File: src/rtl/sadc_pkg.sv
package sadc_pkg;

  // ==========================================================================
  // register map (byte addresses, one aligned word each)
  localparam int         ADDR_W     = 8;
  localparam logic [7:0] OFS_STATUS = 8'h00;
  localparam logic [7:0] OFS_RESULT = 8'h04;
  localparam logic [7:0] OFS_CLOCK  = 8'h08;
  localparam logic [1:0] RESP_OKAY  = 2'h0;
  localparam logic [1:0] RESP_SLV   = 2'h2;

  // ==========================================================================
  // channel codes
  localparam logic [4:0] CHAN_OFF   = 5'h1f;
  localparam logic [4:0] CHAN_HREF  = 5'h1d;
  localparam logic [4:0] CHAN_LREF  = 5'h1e;

  // ==========================================================================
  // sequencer timing: steps per conversion period, two steps per bit
  localparam logic [3:0] STEP_LAST  = 4'hf;
  localparam logic [2:0] BIT_TOP    = 3'h7;

  // prescaler terminal counts for divide by 1, 2, 4, 8, 16
  localparam logic [3:0] LIM_DIV1   = 4'h0;
  localparam logic [3:0] LIM_DIV2   = 4'h1;
  localparam logic [3:0] LIM_DIV4   = 4'h3;
  localparam logic [3:0] LIM_DIV8   = 4'h7;
  localparam logic [3:0] LIM_DIV16  = 4'hf;

  // ==========================================================================
  // register layouts
  typedef struct packed {
    logic       done;
    logic       irq_en;
    logic       cont;
    logic [4:0] chan;
  } sadc_ctrl_t;

  typedef struct packed {
    logic [2:0] prescale;
    logic       source;
    logic [3:0] unused;
  } sadc_clk_t;

  localparam sadc_ctrl_t CTRL_RESET = '{done: 1'b0, irq_en: 1'b0, cont: 1'b0, chan: 5'h1f};
  localparam sadc_clk_t  CLK_RESET  = '{prescale: 3'h0, source: 1'b0, unused: 4'h0};

  typedef enum logic [1:0] {
    ST_IDLE    = 2'b00,
    ST_SETTLE  = 2'b01,
    ST_CONVERT = 2'b10
  } sadc_state_t;

endpackage

File: src/rtl/sadc_top.sv
`timescale 1ns/10ps

// How it works
// - wait mode changes nothing; conversions and interrupt keep running.
// - stop input aborts any conversion; pending work resumes after stop ends.
// - without irq enable, done flag sets per conversion, clears on result read.
// - with irq enable, done flag never sets and reads zero.
// - with irq enable, interrupt at each end; dropped by result read or status write.
// - continuous bit repeats conversions; clear means one conversion only.
// - five-bit channel field; codes 0 to 14 pick external inputs.
// - all-ones channel code powers the converter off; reset selects it.
// - after power-off one settling conversion period precedes valid results.
// - codes 29 and 30 route high and low references; 27 reserved.
// - unused channel codes give whatever the comparator yields.
// - one 8-bit result register rewritten at each conversion end.
// - 3-bit prescaler divides source by 1, 2, 4, 8 or 16.
// - source bit one picks bus clock, zero crystal; reset picks crystal.
// - each status write of a code other than all-ones starts a conversion lasting 16 to 17 converter clocks.
module sadc_top (
  input  wire logic        MCLK_IN,
  input  wire logic        RESET_IN,
  input  wire logic [7:0]  AWADDR_IN,
  input  wire logic        AWVALID_IN,
  output logic             AWREADY_OUT,
  input  wire logic [31:0] WDATA_IN,
  input  wire logic [3:0]  WSTRB_IN,
  input  wire logic        WVALID_IN,
  output logic             WREADY_OUT,
  output logic [1:0]       BRESP_OUT,
  output logic             BVALID_OUT,
  input  wire logic        BREADY_IN,
  input  wire logic [7:0]  ARADDR_IN,
  input  wire logic        ARVALID_IN,
  output logic             ARREADY_OUT,
  output logic [31:0]      RDATA_OUT,
  output logic [1:0]       RRESP_OUT,
  output logic             RVALID_OUT,
  input  wire logic        RREADY_IN,
  input  wire logic        CRYSTAL_CLK_IN,
  input  wire logic        COMPARE_IN,
  input  wire logic        STOP_MODE_IN,
  output logic [4:0]       CHANNEL_SEL_OUT,
  output logic [7:0]       TRIAL_CODE_OUT,
  output logic             POWER_DOWN_OUT,
  output logic             IRQ_OUT
);

  // ==========================================================================
  // declarations
  sadc_pkg::sadc_ctrl_t  ctrl;
  sadc_pkg::sadc_clk_t   clkr;
  sadc_pkg::sadc_state_t state;
  logic [7:0]  result;
  logic [7:0]  trial;
  logic [7:0]  next_trial;
  logic [3:0]  step;
  logic [3:0]  div_cnt;
  logic [2:0]  bit_idx;
  logic        run_req;
  logic        need_settle;
  logic        xtal_s1;
  logic        xtal_s2;
  logic        xtal_s3;
  logic        cmp_s1;
  logic        cmp_s2;
  logic        aw_have;
  logic        w_have;
  logic [7:0]  aw_addr;
  logic [7:0]  w_data;
  logic        w_lane0;
  logic        wr_fire;
  logic        wr_status;
  logic        wr_clock;
  logic        rd_fire;
  logic        rd_result;
  logic        src_en;
  logic        conv_tick;
  logic        conv_end;
  logic        powered;
  logic        halt;

  // ==========================================================================
  // helpers
  function automatic logic [3:0] prescale_limit(input logic [2:0] code);
    logic [3:0] lim;
    lim = sadc_pkg::LIM_DIV16;
    unique case (code)
      3'h0:    lim = sadc_pkg::LIM_DIV1;
      3'h1:    lim = sadc_pkg::LIM_DIV2;
      3'h2:    lim = sadc_pkg::LIM_DIV4;
      3'h3:    lim = sadc_pkg::LIM_DIV8;
      default: lim = sadc_pkg::LIM_DIV16;
    endcase
    return lim;
  endfunction

  // ==========================================================================
  // pin synchronisers
  always_ff @(posedge MCLK_IN or posedge RESET_IN)
  begin
    if (RESET_IN)
    begin
      xtal_s1 <= 1'b0;
      xtal_s2 <= 1'b0;
      xtal_s3 <= 1'b0;
      cmp_s1  <= 1'b0;
      cmp_s2  <= 1'b0;
    end
    else
    begin
      xtal_s1 <= CRYSTAL_CLK_IN;
      xtal_s2 <= xtal_s1;
      xtal_s3 <= xtal_s2;
      cmp_s1  <= COMPARE_IN;
      cmp_s2  <= cmp_s1;
    end
  end

  // ==========================================================================
  // axi4-lite write channels
  assign wr_fire   = aw_have & w_have & ~BVALID_OUT;
  assign wr_status = wr_fire & w_lane0 & (aw_addr == sadc_pkg::OFS_STATUS);
  assign wr_clock  = wr_fire & w_lane0 & (aw_addr == sadc_pkg::OFS_CLOCK);

  // address and data are held until both are present
  always_ff @(posedge MCLK_IN or posedge RESET_IN)
  begin
    if (RESET_IN)
    begin
      aw_have     <= 1'b0;
      aw_addr     <= 8'h00;
      AWREADY_OUT <= 1'b1;
      w_have      <= 1'b0;
      w_data      <= 8'h00;
      w_lane0     <= 1'b0;
      WREADY_OUT  <= 1'b1;
    end
    else
    begin
      if (AWVALID_IN & AWREADY_OUT)
      begin
        aw_have     <= 1'b1;
        aw_addr     <= AWADDR_IN;
        AWREADY_OUT <= 1'b0;
      end
      else if (wr_fire)
      begin
        aw_have     <= 1'b0;
        AWREADY_OUT <= 1'b1;
      end
      if (WVALID_IN & WREADY_OUT)
      begin
        w_have     <= 1'b1;
        w_data     <= WDATA_IN[7:0];
        w_lane0    <= WSTRB_IN[0];
        WREADY_OUT <= 1'b0;
      end
      else if (wr_fire)
      begin
        w_have     <= 1'b0;
        WREADY_OUT <= 1'b1;
      end
    end
  end

  // write response, slave error for unmapped or result address
  always_ff @(posedge MCLK_IN or posedge RESET_IN)
  begin
    if (RESET_IN)
    begin
      BVALID_OUT <= 1'b0;
      BRESP_OUT  <= sadc_pkg::RESP_OKAY;
    end
    else if (wr_fire)
    begin
      BVALID_OUT <= 1'b1;
      BRESP_OUT  <= (aw_addr == sadc_pkg::OFS_STATUS || aw_addr == sadc_pkg::OFS_CLOCK)
                    ? sadc_pkg::RESP_OKAY : sadc_pkg::RESP_SLV;
    end
    else if (BREADY_IN)
      BVALID_OUT <= 1'b0;
  end

  // ==========================================================================
  // axi4-lite read channels
  assign rd_fire   = ARVALID_IN & ARREADY_OUT;
  assign rd_result = rd_fire & (ARADDR_IN == sadc_pkg::OFS_RESULT);

  // read data captured at the address handshake
  always_ff @(posedge MCLK_IN or posedge RESET_IN)
  begin
    if (RESET_IN)
    begin
      ARREADY_OUT <= 1'b1;
      RVALID_OUT  <= 1'b0;
      RDATA_OUT   <= 32'h0000_0000;
      RRESP_OUT   <= sadc_pkg::RESP_OKAY;
    end
    else if (rd_fire)
    begin
      ARREADY_OUT <= 1'b0;
      RVALID_OUT  <= 1'b1;
      RRESP_OUT   <= sadc_pkg::RESP_OKAY;
      unique case (ARADDR_IN)
        sadc_pkg::OFS_STATUS: RDATA_OUT <= {24'h000000, ctrl.done & ~ctrl.irq_en,
                                            ctrl[6:0]};
        sadc_pkg::OFS_RESULT: RDATA_OUT <= {24'h000000, result};
        sadc_pkg::OFS_CLOCK:  RDATA_OUT <= {24'h000000, clkr};
        default:
        begin
          RDATA_OUT <= 32'h0000_0000;
          RRESP_OUT <= sadc_pkg::RESP_SLV;
        end
      endcase
    end
    else if (RVALID_OUT & RREADY_IN)
    begin
      RVALID_OUT  <= 1'b0;
      ARREADY_OUT <= 1'b1;
    end
  end

  // ==========================================================================
  // control registers
  always_ff @(posedge MCLK_IN or posedge RESET_IN)
  begin
    if (RESET_IN)
    begin
      ctrl           <= sadc_pkg::CTRL_RESET;
      clkr           <= sadc_pkg::CLK_RESET;
      POWER_DOWN_OUT <= 1'b1;
    end
    else
    begin
      if (wr_status)
      begin
        ctrl.irq_en    <= w_data[6];
        ctrl.cont      <= w_data[5];
        ctrl.chan      <= w_data[4:0];
        POWER_DOWN_OUT <= (w_data[4:0] == sadc_pkg::CHAN_OFF);
      end
      if (wr_clock)
        clkr <= {w_data[7:4], 4'h0};
      // done flag: end of conversion wins over a result read; a status write suppresses the end and clears
      if (conv_end & ~ctrl.irq_en)
        ctrl.done <= 1'b1;
      else if (rd_result | wr_status | ctrl.irq_en)
        ctrl.done <= 1'b0;
    end
  end

  // interrupt request, live in wait mode too
  always_ff @(posedge MCLK_IN or posedge RESET_IN)
  begin
    if (RESET_IN)
      IRQ_OUT <= 1'b0;
    else if (conv_end & ctrl.irq_en)
      IRQ_OUT <= 1'b1;
    else if (rd_result | wr_status)
      IRQ_OUT <= 1'b0;
  end

  // ==========================================================================
  // converter clock: source select then prescaler
  assign src_en    = clkr.source ? 1'b1 : (xtal_s2 & ~xtal_s3);
  assign conv_tick = src_en & (div_cnt >= prescale_limit(clkr.prescale));

  always_ff @(posedge MCLK_IN or posedge RESET_IN)
  begin
    if (RESET_IN)
      div_cnt <= 4'h0;
    else if (conv_tick)
      div_cnt <= 4'h0;
    else if (src_en)
      div_cnt <= div_cnt + 4'h1;
  end

  // ==========================================================================
  // conversion sequencer
  assign powered  = (ctrl.chan != sadc_pkg::CHAN_OFF);
  assign halt     = STOP_MODE_IN | ~powered;
  assign conv_end = ~halt & ~wr_status & conv_tick & (state == sadc_pkg::ST_CONVERT)
                    & (step == sadc_pkg::STEP_LAST);
  assign bit_idx  = sadc_pkg::BIT_TOP - step[3:1];

  // set trial bit on even step, keep or drop it on odd step
  always_comb
  begin
    next_trial = trial;
    if (!step[0])
      next_trial[bit_idx] = 1'b1;
    else if (!cmp_s2)
      next_trial[bit_idx] = 1'b0;
  end

  // pending request survives stop so work resumes afterwards
  always_ff @(posedge MCLK_IN or posedge RESET_IN)
  begin
    if (RESET_IN)
      run_req <= 1'b0;
    else if (wr_status)
      run_req <= (w_data[4:0] != sadc_pkg::CHAN_OFF);
    else if (~powered | (conv_end & ~ctrl.cont))
      run_req <= 1'b0;
  end

  // settling period owed after power-off or stop
  always_ff @(posedge MCLK_IN or posedge RESET_IN)
  begin
    if (RESET_IN)
      need_settle <= 1'b1;
    else if (halt)
      need_settle <= 1'b1;
    else if (conv_tick & (state == sadc_pkg::ST_SETTLE) & (step == sadc_pkg::STEP_LAST))
      need_settle <= 1'b0;
  end

  // step machine, one step per converter clock; a status write restarts from idle so
  // the run spans 16 to 17 converter clocks
  always_ff @(posedge MCLK_IN or posedge RESET_IN)
  begin
    if (RESET_IN)
    begin
      state <= sadc_pkg::ST_IDLE;
      step  <= 4'h0;
      trial <= 8'h00;
    end
    else if (halt)
    begin
      state <= sadc_pkg::ST_IDLE;
      step  <= 4'h0;
      trial <= 8'h00;
    end
    else if (wr_status)
    begin
      state <= sadc_pkg::ST_IDLE;
      step  <= 4'h0;
      trial <= 8'h00;
    end
    else if (conv_tick)
    begin
      unique case (state)
        sadc_pkg::ST_IDLE:
          if (run_req)
            state <= need_settle ? sadc_pkg::ST_SETTLE : sadc_pkg::ST_CONVERT;
        sadc_pkg::ST_SETTLE:
        begin
          step <= step + 4'h1;
          if (step == sadc_pkg::STEP_LAST)
            state <= sadc_pkg::ST_CONVERT;
        end
        sadc_pkg::ST_CONVERT:
        begin
          step  <= step + 4'h1;
          trial <= (step == sadc_pkg::STEP_LAST) ? 8'h00 : next_trial;
          if (step == sadc_pkg::STEP_LAST && !ctrl.cont)
            state <= sadc_pkg::ST_IDLE;
        end
        default:
          state <= sadc_pkg::ST_IDLE;
      endcase
    end
  end

  // result register rewritten at every conversion end
  always_ff @(posedge MCLK_IN or posedge RESET_IN)
  begin
    if (RESET_IN)
      result <= 8'h00;
    else if (conv_end)
      result <= next_trial;
  end

  assign CHANNEL_SEL_OUT = ctrl.chan;
  assign TRIAL_CODE_OUT  = trial;
endmodule

File: config.mk
export PLATFORM = sky130hd
export DESIGN_NAME = sadc_top
export DESIGN_NICKNAME = d
export VERILOG_FILES = /design/src/rtl/sadc_pkg.sv /design/src/rtl/sadc_top.sv
export SDC_FILE = /design/constraint.sdc
export NUM_CORES = 1
export LEC_CHECK = 0
export ABC_AREA = 1
export ABC_CLOCK_PERIOD_IN_PS = 7200
export BUFFER_PORTS_ARGS = -buffer_cell sky130_fd_sc_hd__buf_2
export CORE_MARGIN = 2
export CORE_UTILIZATION = 40
export CTS_CLUSTER_DIAMETER = 80
export CTS_CLUSTER_SIZE = 40
export DETAILED_ROUTE_END_ITERATION = 6
export GPL_TIMING_DRIVEN = 1
export PLACE_DENSITY = 0.69
export REMOVE_ABC_BUFFERS = 1
export SLEW_MARGIN = 10
export SYNTH_ARGS = -nofsm -noshare
export SYNTH_HDL_FRONTEND = slang
export SYNTH_SLANG_ARGS = --single-unit
export TNS_END_PERCENT = 50
File: constraint.sdc
create_clock -name MCLK_IN -period 7.2 [get_ports MCLK_IN]
set_input_delay 1.08 -clock MCLK_IN [delete_from_list [all_inputs] [get_ports MCLK_IN]]
set_output_delay 1.08 -clock MCLK_IN [all_outputs]
set_load 0.005 [all_outputs]
Word-level counts from Yosys, hierarchy flattened
Cells that the tools add are included.

Bits in registers: 107. Output and inout port bits: 56. Input port bits: 62.

Order comparisons: 3. Reductions and logical operators: 25. Bitwise logic cells: 36. Add/subtract/negate cells: 3. Mux-type cells: 48. Equality and inequality tests: 15.

Operators with widths (count): 8-bit 2-to-1 mux (7); 4-bit 2-to-1 mux (6); 8-bit case mux with 3 select lines (1); 1-bit AND (22); 1-bit 2-to-1 mux (22); 2-bit 2-to-1 mux (9); 2-bit nonzero test (9); 8-bit by 4-bit equality test with 1-bit output (second input constant) (2); 8-bit logical NOT (2); 4-bit case mux with 4 select lines (1); 5-bit inequality test (second input constant) (2); 3-bit nonzero test (3); 4-bit by 1-bit adder with 4-bit output (second input constant) (2); 8-bit AND (1); 8-bit by 3-bit equality test with 1-bit output (second input constant) (1); 4-bit by 3-bit inequality test with 1-bit output (second input constant) (2); 8-bit inverter (1); 8-bit OR (1); 1-bit inverter (7); 3-bit by 2-bit equality test with 1-bit output (second input constant) (2); 2-bit case mux with 3 select lines (1); 5-bit equality test (second input constant) (1); 4-bit equality test (second input constant) (1); 4-bit greater-or-equal comparator (1); other kinds (18) (23).

Longest topological paths before layout
Word-level depth: 14. Depth in mapped cells: 14. Gate-level depth less buffers: 14.

Worst setup path after synthesis
OpenSTA, ideal clock, no wires.

Path kind: input to register. Start point: input port ARADDR_IN[7]. End point: register RDATA_OUT[7]. Setup time: 0.065 ns. Stages: 9. Data arrival time: 1.856 ns. Path buffers: 1. Slack: 5.278 ns. Cells stage by stage: nor2_1 and2_1 buf_2 nand2_1 nor2_4 nand3_1 nand3_1 nand2_1 nand2_1.

Cells in the longest elaborated chain, start to end: 2. Elaborated cells on any way between the ends: 4. Those cells by class: eq/ne: 2; mux: 1; reduce/logical: 1.

RTL lines: start: declaration (line sadc_top.sv:32) `input wire logic [7:0] ARADDR_IN,`; 8-bit by 4-bit equality test with 1-bit output (tied with other cells) (line sadc_top.sv:204) `unique case (ARADDR_IN)`; 8-bit case mux with 3 select lines * (line sadc_top.sv:204); end signal: assignment (line sadc_top.sv:205) `sadc_pkg::OFS_STATUS: RDATA_OUT <= {24'h000000, ctrl.done & ~ctrl.irq_en,`; end signal: assignment (line sadc_top.sv:207) `sadc_pkg::OFS_RESULT: RDATA_OUT <= {24'h000000, result};`; end signal: assignment (line sadc_top.sv:208) `sadc_pkg::OFS_CLOCK: RDATA_OUT <= {24'h000000, clkr};`; end: declaration (line sadc_top.sv:35) `output logic [31:0] RDATA_OUT,`.

Mark *: on every way between the ends. The rest lies on a longest branch, timed or not. A chain may end at the register's enable or synchronous reset.

Worst setup path after layout
Start point: register ctrl (netlist bit CHANNEL_SEL_OUT[2]). End point: output port CHANNEL_SEL_OUT[2].

RTL lines: start: declaration (line sadc_top.sv:50) `sadc_pkg::sadc_ctrl_t ctrl;`; start signal: assignment (line sadc_top.sv:229) `ctrl <= sadc_pkg::CTRL_RESET;`; end: declaration (line sadc_top.sv:42) `output logic [4:0] CHANNEL_SEL_OUT,`.

No word-level cell between the ends.

==> impl_metrics.ini <==
[outcome]
status = finished, final reports clean

[clock_network]
clock-sinks = 81
cts_tree = yes
htreeDepth = 3
post_cts_buffers = 0
cts-root-buf = clkbuf_8
insertion_delay_ns = 0.35
cts_buffers = 9
hold_buffers = 0
clk_path_buf_depth = 2
clk_pin_slew_ns = 0.09
cts_resized = 0

[timing]
rsz0062_at_grt = no
min_period_ns = 2.16
timing.setup.tns_ns = 0
clock_skew_ns = 0.0114
slew_violations = 0
finalHoldViolCount = 0
fmax_mhz = 463
finalCritPeriodShare_pct = 30.0
tightest_slew_ns = 0.990
finalSetupViolCount = 0
maxSlewHeadroom_pct = 34.0

[place]
place_area_um2 = 4490
place_inst = 680
globalplace.congestion = 0.871
port_buffers = 64
dp_hpwl_um = 6180

[final_layout]
drive_gt1_share_pct = 21.6
multiInputGateArea_um2 = 1770
num_antenna_cells = 0
fillers = 988
final_common_cell = nand2_1
finalNetCount = 626
area_growth_syn_to_layout_pct = 11.0
final_util_pct = 45.5
final_cell_mix = 142 x nand2_1, 71 x dfrtp_1, 64 x nand3_1, 64 x buf_2, 45 x inv_1
area.sequential_um2 = 2040
final_area_um2 = 4700
finalNonFillerCells = 696

[job]
cap_violations = 0

[global_route]
grt_remaining_overflow = 0
grt_pass1_wl_um = 14900
grt_usage_pct = 16.2
first_global_vias = 3283
grt_max_degree = 82
antenna_found_initial = 0

[drt]
drt-initial-drc-count = 239
wl_um = 8580
avgRoutedWirePerCell_um = 12.3
via_per_inst = 4.75
vias = 3309
first_pass_iters = 4
ant_nets = 0
route.detailed.drc = 0

[logic_synthesis]
yosysTopAreaCellShare_pct = 41.9
yosysUniqueCellTypes = 38
syn_inst = 500
seq_area_frac_synth_pct = 48.1
ys_ff_latch = 81
synth.area.top_cells = dfrtp_1 42%, nand2_1 13%, nand3_1 7.6%
avgSynthCellArea_um2 = 8.47
yosysWarnings = 0
syn_area_um2 = 4240
yosysTopAreaCell = dfrtp_1

[setup_path]
end_kind = primary output
cp.arrival_ns = 1.08
path_class = flop to primary output
crit_buf_inv = 1
critical_path.top_delay_family = flip-flops
worst-endpoint-required_ns = 6.12
cp_max_fo = 4
cp_num_cells = 1
cpPeakStageDelay_ns = 0.59
r2r_cells = 11
crit_chain = buf_2
startpoint_type = flop
cp_slowest_cell = dfstp_2

[floorplanning]
io_pins = 118
core_area_um2 = 10300
die_area_um2 = 11400
die_w_um = 107
die_h_um = 107
row_count = 37
start_util_pct = 41.0

[hold_path]
hold_path.class = flop to flop
hold-path-cell-count = 0

[power]
p_leak_nw = 2.52
irDropWorstVdd_uv = 143
powerDensity_nw_per_um2 = 298
-- registers in the layout, indices dropped and copies added, names as in the netlist, 2 cells and up --
signal and cells:
RDATA_OUT 8, TRIAL_CODE_OUT 8, aw_addr 8, result 8, w_data 8, CHANNEL_SEL_OUT 5
clkr 4, div_cnt 4, step 4, ctrl 3, state 2
-- synthesized netlist by cell type --
cell / count
a21oi_1: 7
a21oi_2: 1
a31oi_1: 2
and2_1: 1
and3_1: 1
buf_2: 3
buf_4: 34
buf_6: 5
clkbuf_1: 4
clkinv_1: 2
conb_1: 1
dfrtp_1: 71
dfstp_2: 10
ha_1: 9
inv_1: 46
inv_2: 1
nand2_1: 142
nand2_2: 2
nand2_4: 2
nand2_8: 1
nand3_1: 64
nand3_2: 4
nand3_4: 1
nand3b_1: 1
nand4_1: 3
nor2_1: 18
nor2_2: 4
nor2_4: 5
nor3_1: 2
nor3_4: 1
nor4_1: 1
o2111ai_1: 1
o21a_1: 1
o21ai_0: 37
o21ai_1: 1
o21ai_2: 6
o21bai_4: 1
xor2_1: 4
-- layout make-up --
type / instances / share of cell area (%)
multi-input cells: 349 / 37.5
clock inverters: 5 / 1.33
flip-flops and latches: 81 / 43.4
well taps: 136 / 3.62
repair buffers: 65 / 6.97
inverters: 49 / 3.94
clock buffers: 11 / 3.22
-- stage by stage --
stage | power, mW | hold WS (ns) | setup WS (ns)
floorplan | 0.933 | 0.331 | 4.06
global placement | 1.04 | 0.333 | 4.80
detailed placement | 1.06 | 0.339 | 4.76
CTS | 1.41 | 0.357 | 5.02
global route | 1.51 | 0.362 | 4.96
finish | 1.40 | 0.354 | 5.04
-- power breakdown --
part           switching (mW)  internal (mW)
Clock                   0.172          0.181
Combinational           0.255          0.143
Sequential             0.0798          0.571
-- per-layer routing --
layer | vias up | wire [µm] | GRT usage (%)
li1 | 1648 | - | -
met1 | 1557 | 3760 | 20.7
met2 | 91 | 4210 | 27.1
met3 | 13 | 465 | 3.40
met4 | 0 | 139 | 6.49
met5 | - | 0 | 0
-- cell families after synthesis --
family	count (synthesis)	share of synthesized area, %
buffers and inverters	95	12.4
adder cells (fa/ha/maj)	9	2.66
AO/OA/AOI/OAI	57	7.89
XOR/XNOR	4	0.827
AND/OR/NAND/NOR	253	28.0
flip-flops	81	48.1
other	1	0.0885
-- final timing paths --
path                                 endpoint  slack, ns          startpoint
max                        CHANNEL_SEL_OUT[2]       5.04  CHANNEL_SEL_OUT[2]
min                                   xtal_s2       0.35             xtal_s1
max reg2reg                         result[6]       5.13             clkr[7]
min reg2reg                           xtal_s2       0.35             xtal_s1
max in group asynchronous        BRESP_OUT[1]       5.55            RESET_IN
min in group asynchronous   TRIAL_CODE_OUT[4]       1.04            RESET_IN
Note: power is estimated with default switching activity, not from simulation.
